[src/hdl/irq_pin_consts.svh]
// constants for the interrupt, lock and probe pin logic
`ifndef IRQ_PIN_CONSTS_SVH
`define IRQ_PIN_CONSTS_SVH

// register byte offsets
`define REG_CTRL 8'h00
`define REG_CMD 8'h04
`define REG_STATUS 8'h08
`define REG_VECTOR 8'h0c

// control fields
`define CTRL_IRQ_EN 0
`define CTRL_LIC_EN 1
`define CTRL_PROBE_RDY 2
`define CTRL_RESET 3'h2

// command fields, write only pulses
`define CMD_BOUNDARY 0
`define CMD_RETURN 1
`define CMD_LOCK_BEGIN 2
`define CMD_LOCK_END 3

// fixed nonmaskable vector
`define NMI_VECTOR 8'h02

`endif

[src/hdl/irq_pin_pkg.sv]
// types shared by the interrupt, lock and probe pin logic
package irq_pin_pkg;

   // maskable dispatch state
   typedef enum logic [1:0]
   {
      ack_idle = 2'b00,
      ack_wait = 2'b01
   } ack_state_e;

   typedef logic [7:0] vector_t;

endpackage

[src/hdl/pin_sync.sv]
// two flop synchroniser with edge detection for asynchronous pins
`timescale 1ns/1ns
module pin_sync
#(
   parameter int W = 1,
   parameter logic [W-1:0] RESET_VAL = '0
)
(
   // clock and reset
   input wire logic clk_i,
   input wire logic rst_i,
   // asynchronous pins
   input wire logic [W-1:0] pin_i,
   // synchronised view
   output logic [W-1:0] level_o,
   output logic [W-1:0] rise_o,
   output logic [W-1:0] fall_o
);

   logic [W-1:0] meta_reg; // first stage, read only by second
   logic [W-1:0] sync_reg; // settled level
   logic [W-1:0] prev_reg; // previous settled level for edges

   // synchroniser chain plus history flop
   always_ff @(posedge clk_i or posedge rst_i)
   begin
      if (rst_i)
      begin
         meta_reg <= RESET_VAL;
         sync_reg <= RESET_VAL;
         prev_reg <= RESET_VAL;
      end
      else
      begin
         meta_reg <= pin_i;
         sync_reg <= meta_reg;
         prev_reg <= sync_reg;
      end
   end

   // edges only from settled stages
   assign level_o = sync_reg;
   assign rise_o = sync_reg & ~prev_reg;
   assign fall_o = ~sync_reg & prev_reg;

endmodule

[src/hdl/nmi_tracker.sv]
// nonmaskable interrupt pending and in-service bookkeeping
`timescale 1ns/1ns
module nmi_tracker
(
   // clock and reset
   input wire logic clk_i,
   input wire logic rst_i,
   // synchronous hold from pin reset or supply loss
   input wire logic hold_i,
   // events
   input wire logic edge_i,
   input wire logic take_i,
   input wire logic return_i,
   // state
   output logic pending_o,
   output logic in_service_o
);

   logic pending_reg; // one assertion held
   logic service_reg; // handler running

   // pending flag, set wins over the clear of a dispatch
   always_ff @(posedge clk_i or posedge rst_i)
   begin
      if (rst_i)
         pending_reg <= 1'b0;
      else if (hold_i)
         pending_reg <= 1'b0;
      else if (edge_i)
         pending_reg <= 1'b1;
      else if (take_i)
         pending_reg <= 1'b0;
   end

   // handler in service until the return
   always_ff @(posedge clk_i or posedge rst_i)
   begin
      if (rst_i)
         service_reg <= 1'b0;
      else if (hold_i)
         service_reg <= 1'b0;
      else if (take_i)
         service_reg <= 1'b1;
      else if (return_i)
         service_reg <= 1'b0;
   end

   assign pending_o = pending_reg;
   assign in_service_o = service_reg;

endmodule

[src/hdl/irq_pin_logic.sv]
// processor-side interrupt pins, bus lock, probe and reset qualification
//
// The placing of the registers and the Avalon-MM register port were decided locally.
`timescale 1ns/1ns
`include "irq_pin_consts.svh"
module irq_pin_logic
   import irq_pin_pkg::*;
(
   // clock and reset
   input wire logic clk_i,
   input wire logic rst_i,
   // avalon-mm slave
   input wire logic [7:0] address,
   input wire logic read,
   input wire logic write,
   input wire logic [3:0] byteenable,
   input wire logic [31:0] writedata,
   output logic [31:0] readdata,
   output logic waitrequest,
   // asynchronous interrupt and system pins
   input wire logic [1:0] local_irq_pins_i,
   input wire logic reset_pin_n_i,
   input wire logic supply_stable_in_i,
   input wire logic probe_request_n_i,
   output logic probe_ready_n_o,
   // interrupt bus, clock and open drain data
   input wire logic irq_bus_clock_i,
   input wire logic [1:0] irq_bus_data_i,
   output logic [1:0] irq_bus_data_o,
   output logic [1:0] irq_bus_data_oe_o,
   // system bus unit, same clock
   output logic irq_ack_cycle_o,
   input wire logic ack_done_i,
   input wire logic [7:0] ack_vector_i,
   input wire logic txn_start_i,
   input wire logic txn_end_i,
   output logic bus_lock_o,
   // dispatch to the core
   output logic dispatch_o,
   output logic [7:0] dispatch_vector_o
);

   // synchronised pin views
   logic [1:0] pins_lvl; // local pins, settled
   logic [1:0] pins_rise; // local pin rising edges
   logic rstn_lvl; // pin reset, active low
   logic rstn_rise; // pin reset release
   logic pwr_lvl; // supply stable level
   logic probe_request_n_n_lvl; // probe request, active low
   logic iclk_rise; // interrupt bus clock rising edge
   logic [1:0] idat_lvl; // interrupt bus data lines

   // all local pins pass two flops before use
   pin_sync #(.W(2), .RESET_VAL(2'h0)) u_pins
   (
      .clk_i(clk_i), .rst_i(rst_i), .pin_i(local_irq_pins_i),
      .level_o(pins_lvl), .rise_o(pins_rise), .fall_o()
   );

   // pin reset starts active so the core stays quiet
   pin_sync #(.W(1), .RESET_VAL(1'h0)) u_rstn
   (
      .clk_i(clk_i), .rst_i(rst_i), .pin_i(reset_pin_n_i),
      .level_o(rstn_lvl), .rise_o(rstn_rise), .fall_o()
   );

   // supply stable, relied on to be glitch free
   pin_sync #(.W(1), .RESET_VAL(1'h0)) u_pwr
   (
      .clk_i(clk_i), .rst_i(rst_i), .pin_i(supply_stable_in_i),
      .level_o(pwr_lvl), .rise_o(), .fall_o()
   );

   // probe request, idle high
   pin_sync #(.W(1), .RESET_VAL(1'h1)) u_probe_request_n
   (
      .clk_i(clk_i), .rst_i(rst_i), .pin_i(probe_request_n_i),
      .level_o(probe_request_n_n_lvl), .rise_o(), .fall_o()
   );

   // interrupt bus clock is sampled, not used as a clock
   pin_sync #(.W(1), .RESET_VAL(1'h0)) u_iclk
   (
      .clk_i(clk_i), .rst_i(rst_i), .pin_i(irq_bus_clock_i),
      .level_o(), .rise_o(iclk_rise), .fall_o()
   );

   // interrupt bus data, pulled up when idle
   pin_sync #(.W(2), .RESET_VAL(2'h3)) u_idat
   (
      .clk_i(clk_i), .rst_i(rst_i), .pin_i(irq_bus_data_i),
      .level_o(idat_lvl), .rise_o(), .fall_o()
   );

   // core held while pin reset active or supply not stable
   logic hold; // synchronous clear for dispatch, acknowledge, lock and nonmaskable state; ctrl_reg kept
   assign hold = ~rstn_lvl | ~pwr_lvl;

   // register and bus handshake state
   logic [2:0] ctrl_reg; // enable flag, controller enable, probe ready
   logic bus_ack_reg; // one wait state, then answer
   logic wr_go; // write takes effect this edge
   logic [3:0] cmd; // command pulses

   assign wr_go = write & bus_ack_reg & byteenable[0];
   assign cmd = (wr_go && address == `REG_CMD) ? writedata[3:0] : 4'h0;

   // decoder used for reads and writes alike
   function automatic logic hit(input logic [7:0] a, input logic [7:0] o);
      hit = (a == o);
   endfunction

   // controller enable strap caught at pin reset release
   logic lic_off_reg; // controller disabled in hardware
   always_ff @(posedge clk_i or posedge rst_i)
   begin
      if (rst_i)
         lic_off_reg <= 1'b0;
      else if (rstn_rise)
         lic_off_reg <= ~idat_lvl[0];
   end

   // local mode only when enabled in hardware and software
   logic lic_on; // pins in local interrupt mode
   logic mask_src; // maskable request source
   logic nmi_edge; // nonmaskable rising edge
   assign lic_on = ~lic_off_reg & ctrl_reg[`CTRL_LIC_EN];
   assign mask_src = ~lic_on & pins_lvl[0];
   assign nmi_edge = ~lic_on & pins_rise[1];

   // control register; reset value puts pins in local mode
   always_ff @(posedge clk_i or posedge rst_i)
   begin
      if (rst_i)
         ctrl_reg <= `CTRL_RESET;
      else if (wr_go && hit(address, `REG_CTRL))
         ctrl_reg <= writedata[2:0];
   end

   // maskable dispatch state
   ack_state_e state_reg; // acknowledge in flight or not
   logic nmi_pend; // one nonmaskable waiting
   logic nmi_serv; // nonmaskable handler running
   logic take_nmi; // dispatch nonmaskable now
   logic take_mask; // start acknowledge now
   logic boundary; // instruction boundary from software

   assign boundary = cmd[`CMD_BOUNDARY] & ~hold;
   // nonmaskable first; none while its own handler runs
   // held off while an acknowledge is in flight so its answer is kept
   assign take_nmi = boundary & nmi_pend & ~nmi_serv
      & (state_reg == ack_idle);
   // maskable needs the flag and no acknowledge in flight
   assign take_mask = boundary & ~take_nmi & mask_src
      & ctrl_reg[`CTRL_IRQ_EN] & (state_reg == ack_idle);

   nmi_tracker u_nmi
   (
      .clk_i(clk_i),
      .rst_i(rst_i),
      .hold_i(hold),
      .edge_i(nmi_edge),
      .take_i(take_nmi),
      .return_i(cmd[`CMD_RETURN]),
      .pending_o(nmi_pend),
      .in_service_o(nmi_serv)
   );

   // one acknowledge cycle per accepted request
   always_ff @(posedge clk_i or posedge rst_i)
   begin
      if (rst_i)
         state_reg <= ack_idle;
      else if (hold)
         state_reg <= ack_idle;
      else
         unique case (state_reg)
            ack_idle:
               if (take_mask)
                  state_reg <= ack_wait;
            ack_wait:
               if (ack_done_i)
                  state_reg <= ack_idle;
            default:
               state_reg <= ack_idle;
         endcase
   end

   // acknowledge only for maskable, dropped under reset
   assign irq_ack_cycle_o = (state_reg == ack_wait) & ~hold;

   // dispatch pulse and vector to the core
   logic disp_reg; // one cycle dispatch strobe
   logic [7:0] vec_reg; // last vector dispatched
   logic vec_nmi_reg; // last dispatch was nonmaskable
   always_ff @(posedge clk_i or posedge rst_i)
   begin
      if (rst_i)
      begin
         disp_reg <= 1'b0;
         vec_reg <= 8'h00;
         vec_nmi_reg <= 1'b0;
      end
      else if (hold)
         disp_reg <= 1'b0;
      else if (take_nmi)
      begin
         disp_reg <= 1'b1;
         vec_reg <= `NMI_VECTOR;
         vec_nmi_reg <= 1'b1;
      end
      else if (state_reg == ack_wait && ack_done_i)
      begin
         disp_reg <= 1'b1;
         vec_reg <= ack_vector_i;
         vec_nmi_reg <= 1'b0;
      end
      else
         disp_reg <= 1'b0;
   end
   assign dispatch_o = disp_reg;
   assign dispatch_vector_o = vec_reg;

   // lock: armed by software, follows transaction edges
   logic lock_want_reg; // next transaction opens the sequence
   logic lock_reg; // lock driven on the bus
   logic lock_rel_reg; // next transaction end closes it
   always_ff @(posedge clk_i or posedge rst_i)
   begin
      if (rst_i)
         lock_want_reg <= 1'b0;
      else if (hold)
         lock_want_reg <= 1'b0;
      else if (cmd[`CMD_LOCK_BEGIN])
         lock_want_reg <= 1'b1;
      else if (txn_start_i)
         lock_want_reg <= 1'b0;
   end

   // release request, kept until the closing transaction ends
   always_ff @(posedge clk_i or posedge rst_i)
   begin
      if (rst_i)
         lock_rel_reg <= 1'b0;
      else if (hold)
         lock_rel_reg <= 1'b0;
      else if (cmd[`CMD_LOCK_END])
         lock_rel_reg <= 1'b1;
      else if (txn_end_i)
         lock_rel_reg <= 1'b0; // stale release never outlives a txn
   end

   // start of first to end of last transaction
   always_ff @(posedge clk_i or posedge rst_i)
   begin
      if (rst_i)
         lock_reg <= 1'b0;
      else if (hold)
         lock_reg <= 1'b0;
      else if (txn_start_i && lock_want_reg)
         lock_reg <= 1'b1;
      else if (txn_end_i && lock_rel_reg && !cmd[`CMD_LOCK_END])
         lock_reg <= 1'b0;
   end
   // priority agents wait on this level before taking the bus
   assign bus_lock_o = lock_reg & ~hold;

   // probe ready follows software readiness, active low
   logic probe_ready_n_n_reg; // registered probe ready pin
   always_ff @(posedge clk_i or posedge rst_i)
   begin
      if (rst_i)
         probe_ready_n_n_reg <= 1'b1;
      else
         probe_ready_n_n_reg <= ~(ctrl_reg[`CTRL_PROBE_RDY] & ~hold);
   end
   assign probe_ready_n_o = probe_ready_n_n_reg;

   // interrupt bus: sampled on its own clock edges only
   logic [1:0] idat_reg; // data captured at bus clock rise
   logic [7:0] iclk_cnt_reg; // bus clock rising edges seen
   always_ff @(posedge clk_i or posedge rst_i)
   begin
      if (rst_i)
      begin
         idat_reg <= 2'h3;
         iclk_cnt_reg <= 8'h00;
      end
      else if (iclk_rise)
      begin
         idat_reg <= idat_lvl;
         iclk_cnt_reg <= iclk_cnt_reg + 8'h01;
      end
   end
   // message protocol not carried here, so lines never pulled
   assign irq_bus_data_o = 2'h0;
   assign irq_bus_data_oe_o = 2'h0;

   // status word assembled from live state
   logic [31:0] status; // read-only view
   assign status = {8'h00, iclk_cnt_reg, 4'h0, idat_reg, pins_lvl,
      pwr_lvl, ~probe_request_n_n_lvl, lic_off_reg, lic_on, lock_reg,
      (state_reg == ack_wait), nmi_serv, nmi_pend};

   // one wait state for every access
   always_ff @(posedge clk_i or posedge rst_i)
   begin
      if (rst_i)
         bus_ack_reg <= 1'b0;
      else
         bus_ack_reg <= (read | write) & ~bus_ack_reg;
   end
   assign waitrequest = (read | write) & ~bus_ack_reg;

   // read data loaded in the wait cycle; unmapped read zero
   always_ff @(posedge clk_i or posedge rst_i)
   begin
      if (rst_i)
         readdata <= 32'h0;
      else if (read && !bus_ack_reg)
      begin
         if (hit(address, `REG_CTRL))
            readdata <= {29'h0, ctrl_reg};
         else if (hit(address, `REG_STATUS))
            readdata <= status;
         else if (hit(address, `REG_VECTOR))
            readdata <= {23'h0, vec_nmi_reg, vec_reg};
         else
            readdata <= 32'h0; // command and unmapped
      end
   end

endmodule

[config.mk]
export PLATFORM = sky130hd
export DESIGN_NAME = irq_pin_logic
export DESIGN_NICKNAME = d
export VERILOG_FILES = /design/src/hdl/irq_pin_pkg.sv /design/src/hdl/pin_sync.sv /design/src/hdl/nmi_tracker.sv /design/src/hdl/irq_pin_logic.sv
export VERILOG_INCLUDE_DIRS = /design/src /design/src/hdl
export SDC_FILE = /design/constraint.sdc
export NUM_CORES = 1
export LEC_CHECK = 0
export ABC_AREA = 1
export BUFFER_PORTS_ARGS = -buffer_cell sky130_fd_sc_hd__buf_2
export CORE_MARGIN = 8
export CORE_UTILIZATION = 55
export CTS_BUF_LIST = sky130_fd_sc_hd__clkbuf_2 sky130_fd_sc_hd__clkbuf_4 sky130_fd_sc_hd__clkbuf_8
export DETAILED_ROUTE_END_ITERATION = 10
export GPL_ROUTABILITY_DRIVEN = 0
export PLACE_DENSITY = 0.92
export REMOVE_ABC_BUFFERS = 1
export SLEW_MARGIN = 10
export SYNTH_ARGS = -nofsm -noshare
export SYNTH_HDL_FRONTEND = slang
export SYNTH_SLANG_ARGS = --single-unit
[constraint.sdc]
create_clock -name clk_i -period 3.6 [get_ports clk_i]
set_clock_uncertainty 0.15 [all_clocks]
set_input_delay 0.54 -clock clk_i [delete_from_list [all_inputs] [get_ports clk_i]]
set_output_delay 0.54 -clock clk_i [all_outputs]
set_load 0.1 [all_outputs]
# Yosys cells after proc, flatten, opt, wreduce, memory -nomap -nowiden
# Cells that the tools add are included.
totals:
  regBits: 85
  in_bits: 67
  out_inout_bits: 49
  word_cells: 123
classes:
  n_addsub: 1
  eq_ne: 6
  n_mux: 30
  n_bitwise: 36
  n_reduce_logical: 19
op_table:
  columns: ["cell", "n"]
  rows:
  - ["24-bit 2-to-1 mux", 2]
  - ["1-bit 2-to-1 mux", 20]
  - ["1-bit bitwise AND", 19]
  - ["8-bit by 4-bit == test with 1-bit output, second input constant", 2]
  - ["8-bit 2-to-1 mux", 2]
  - ["3-bit nonzero test", 5]
  - ["1-bit NOT", 13]
  - ["9-bit 2-to-1 mux", 1]
  - ["8-bit by 1-bit adder with 8-bit output, second input constant", 1]
  - ["8-bit by 3-bit == test with 1-bit output, second input constant", 1]
  - ["8-bit logical NOT", 1]
  - ["1-bit logical AND", 7]
  - ["2-bit 2-to-1 mux", 3]
  - ["3-bit inequality test, second input constant", 2]
  - ["4-bit 2-to-1 mux", 1]
  - ["2-bit one-hot mux with 2 select lines", 1]
  - ["2-bit AND reduction", 2]
  - ["2-bit bitwise AND", 1]
  - ["2-bit by 1-bit == test with 1-bit output, second input constant", 1]
  - ["1-bit logical NOT", 2]
  - ["2-bit logical NOT", 1]
  - ["2-bit NOT", 1]
  - ["1-bit bitwise OR", 2]
  - ["2-bit nonzero test", 1]

# Depth between registers and ports, before layout
logic_depth:
  ltp_word: 16
  ltp_mapped: 8
  depth_no_buf: 8

# Cells and area by module
# Synthesis repeated with hierarchy kept, for this count alone.
unflattened:
  cells_unflattened: 363
  hier_area_um2: 3407.0
by_module_without_submodules:
  columns: ["module", "n_inst", "cells_each", "area_each_um2", "seq_area_each_um2"]
  rows:
  - ["irq_pin_logic", 1, 291, 2563.7, 1256.2]
  - ["pin_sync (u_iclk ...)", 3, 8, 93.8, 75.1]
  - ["pin_sync (u_idat)", 1, 15, 191.4, 157.7]
  - ["pin_sync (u_pins)", 1, 15, 183.9, 150.1]
  - ["pin_sync (u_probe_request_n)", 1, 8, 97.6, 78.8]
  - ["nmi_tracker", 1, 10, 88.8, 50.0]

# Worst setup path before layout
# OpenSTA, ideal clock, no wires.
synth_path:
  path_type: "input port to output port"
  from: "input write"
  to: "output waitrequest"
  t_arrival_ns: 1.852
  t_required_ns: 2.910
  slack_ns: 1.058
  stages: 2
  path_buffers: 0
  path_cell_list: "nor2_1 > nor2_1"
synth_via:
  elab_chain_cells: 2
synth_rtl:
  columns: ["element", "line", "rtl"]
  rows:
  - ["from (decl)", "irq_pin_logic.sv:15", "input wire logic write,"]
  - ["1-bit bitwise OR", "irq_pin_logic.sv:313", "assign waitrequest = (read | write) & ~bus_ack_reg;"]
  - ["1-bit bitwise AND", "irq_pin_logic.sv:313", null]
  - ["to (decl)", "irq_pin_logic.sv:19", "output logic waitrequest,"]
# No other way between the ends.

# Final worst setup path
layout_path:
  from: "register u_rstn.sync_reg (netlist: u_rstn.level_o)"
  to: "output irq_ack_cycle_o"
layout_via:
  elab_chain_cells: 4
layout_rtl:
  columns: ["element", "line", "rtl"]
  rows:
  - ["from (decl)", "pin_sync.sv:21", "logic [W-1:0] sync_reg;"]
  - ["from (signal assigned)", "pin_sync.sv:36", "sync_reg <= meta_reg;"]
  - ["1-bit NOT", null, null]
  - ["1-bit bitwise OR", "irq_pin_logic.sv:97", "assign hold = ~rstn_lvl | ~pwr_lvl;"]
  - ["1-bit NOT (no source line)", null, null]
  - ["1-bit bitwise AND", "irq_pin_logic.sv:190", "assign irq_ack_cycle_o = (state_reg == ack_wait) & ~hold;"]
  - ["to (decl)", "irq_pin_logic.sv:32", "output logic irq_ack_cycle_o,"]
# No other way between the ends.

==> flow_summary_export.csv <==
group,metric,value,unit
critical_path,ff2ff_setup_slack,1.93,ns
layout,final_nets,476,
timing,period_needed,2.24,ns
timing,slew_violations,0,
place,dpl_worst_slack,1.61,ns
clock_tree,cts.sinks,71,
critical_path,cp.arrival,1.55,ns
place,hpwlAfterDp,4880,um
yosys,yosysSeqAreaShare,58.0,%
worst_hold_path,min_path_type,"in2reg",
critical_path,r2r_end,"dispatch_vector_o[5]",
critical_path,r2r_cells,8,
timing,timing.final.ws_setup,1.36,ns
layout,drive_gt1_share,28.3,%
timing,relSlewSlack,43.1,%
critical_path,critical_path_class,"reg2out",
timing,worst_slew_pin_slew,0.854,ns
critical_path,critPathMaxFanout,6,
timing,setup_violations,0,
clock_tree,htree_levels,3,
floorplan,core_area,0.00547,mm2
floorplan,ioPinCount,116,
timing,rsz0062_at_grt,"false",
route,dr.first_iter.drc_count,98,
clock_tree,cts_resized,0,
yosys,synth_top_area_share,49.5,%
place,io_buffers,68,
yosys,synth_cell_types,34,
clock_tree,cts-buffers-inserted,9,
critical_path,crit_slowest_cell,"buf_2",
timing,max_freq,446,MHz
clock_tree,cts_tree,"done",
clock_tree,cts_max_path_buffers,2,
yosys,yosys_warnings,0,
timing,min_period_over_period,62.3,%
critical_path,endpoint_kind,"output port",
place,dp_cells,469,
floorplan,start_util,56.4,%
route,vias,2321,
critical_path,startpoint_type,"flop",
route,wl_per_cell,13.4,um
clock_tree,clkSlewWorstSetupHoldPaths,0.07,ns
critical_path,crit_required,2.91,ns
power_and_ir_drop,power_density,480,mW/mm2
layout,largest_reg_flops,20,
worst_hold_path,hp-start,"irq_bus_data_i[1]",
run,cap_violations,0,
yosys,ys_ff_latch,71,
clock_tree,hold_buffers,0,
yosys,syn_inst,335,
timing,hold_viol,0,
route,drc_errors,0,
yosys,ys_top_cells_by_count,"nand2_1, dfrtp_1, inv_1, nand3_1, buf_4",
yosys,ys_async_sr_fraction,100,%
power_and_ir_drop,ir_worst_vdd,313,uV
layout,antennaDiodeCount,0,
yosys,syn_area_per_cell,9.21,um2
yosys,synth_ff_type,"dfrtp_1",
power_and_ir_drop,p_leak,0.00208,uW
route,viasPerCell,4.79,
global_routing,grt-ovfl-total,0,
critical_path,path_cells,"nand2_1 -> nor2_2 -> buf_2",
yosys,synth_area,0.00309,mm2
floorplan,die_h,90.9,um
route,drt-total-wl,6490,um
floorplan,row_count,27,
floorplan,dieArea,0.00827,mm2
worst_hold_path,holdPathEnd,"u_idat.meta_reg[1]",
critical_path,timing.rr.start,"u_rstn.level_o",
global_routing,grt_usage,15.8,%
global_routing,grt_pass1_wl,10700,um
yosys,yosysMostFrequentCell,"nand2_1",
layout,final_cells,485,
critical_path,slowest_delay,0.45,ns
timing,fin_tns_setup,0,ns
layout,fin_util,66.0,%
worst_hold_path,worstHoldPathCells,1,
route,postRouteAntennaNets,0,
route,firstDrtPassIters,4,
global_routing,antenna_found_initial,0,
layout,area_delta_synth_final,17.1,%
global_routing,grt_max_degree,72,
yosys,synth_edf_count,0,
floorplan,die_w,90.9,um
status,status,"finished, final reports clean",
yosys,synth.area.top_cells,"dfrtp_1, nand2_1, dfstp_2",
clock_tree,cts_setup_buffers,0,
yosys,yosysTopAreaCell,"dfrtp_1",
clock_tree,cts_root_buffer,"clkbuf_8",
clock_tree,clk_latency,0.34,ns
global_routing,grt_pass1_vias,2317,
==> cell type report <==
| type | count | area, um2 |
|---|---|---|
| clock buffer | 11 | 145 |
| clock inverter | 5 | 56.3 |
| fill | 453 | 1860 |
| inverter | 33 | 131 |
| multi-input combinational | 224 | 1050 |
| sequential | 71 | 1790 |
| tap | 72 | 90.1 |
| timing repair buffer | 69 | 348 |
==> metal layers <==
metal  wire length [um]  GRT usage (%)
met5                  0              0
met4                108           7.50
met3                363           4.16
met2               3120           25.9
met1               2900           19.0
==> metrics by stage <==
step / total power [uW] / hold WS [ns] / cell area, um2
floorplan: 1060 / 0.181 / 2980
global placement: 1100 / 0.183 / 3410
detailed placement: 1120 / 0.186 / 3410
CTS: 1750 / 0.133 / 3610
global route: 1810 / 0.131 / 3610
finish: 1740 / 0.144 / 3610
==> where the power goes <==
group	switching, uW	internal [uW]
sequential	42.6	847
clock	287	347
combinational	165	47.6
==> critical path, delay by kind of cell, from the launching register on <==
family                 cells  cell delay, ns
buffers and inverters      1            0.45
DFF                        1            0.40
and+or+nand+nor            2            0.35
==> how the worst max path moves through the flow <==
stage	cells past startpoint	slack, ns	to	startpoint
after floorplan	2	1.06	waitrequest	write
after detailed placement	7	1.61	u_nmi.pending_o	address[5]
after global placement	4	1.71	waitrequest	write
after CTS	3	1.35	irq_ack_cycle_o	u_rstn.level_o
after global routing	3	1.26	bus_lock_o	u_rstn.level_o
final	3	1.36	irq_ack_cycle_o	u_rstn.level_o
==> logic make-up after synthesis <==
kind of cell               synth area share, %
other                                    0.121
AOI/OAI and AO/OA                         2.84
xor gates and xnor gates                  1.99
DFF                                       58.0
and+or+nand+nor                           27.0
buffers and inverters                     9.69
adders and majority gates                0.405
==> placed cells by master (no fill, tap or decap), types with 5 or more instances in the layout <==
master | netlist | final
inv_2 | 4 | 5
dfrtp_1 | 61 | 61
nand2_1 | 127 | 127
nor2_1 | 14 | 14
inv_1 | 27 | 26
nand3_1 | 23 | 23
buf_2 | 2 | 68
conb_1 | 1 | 16
clkbuf_8 | 0 | 10
dfstp_2 | 10 | 10
o21ai_1 | 6 | 6
No activity file was read; power rests on OpenSTA's default activity.
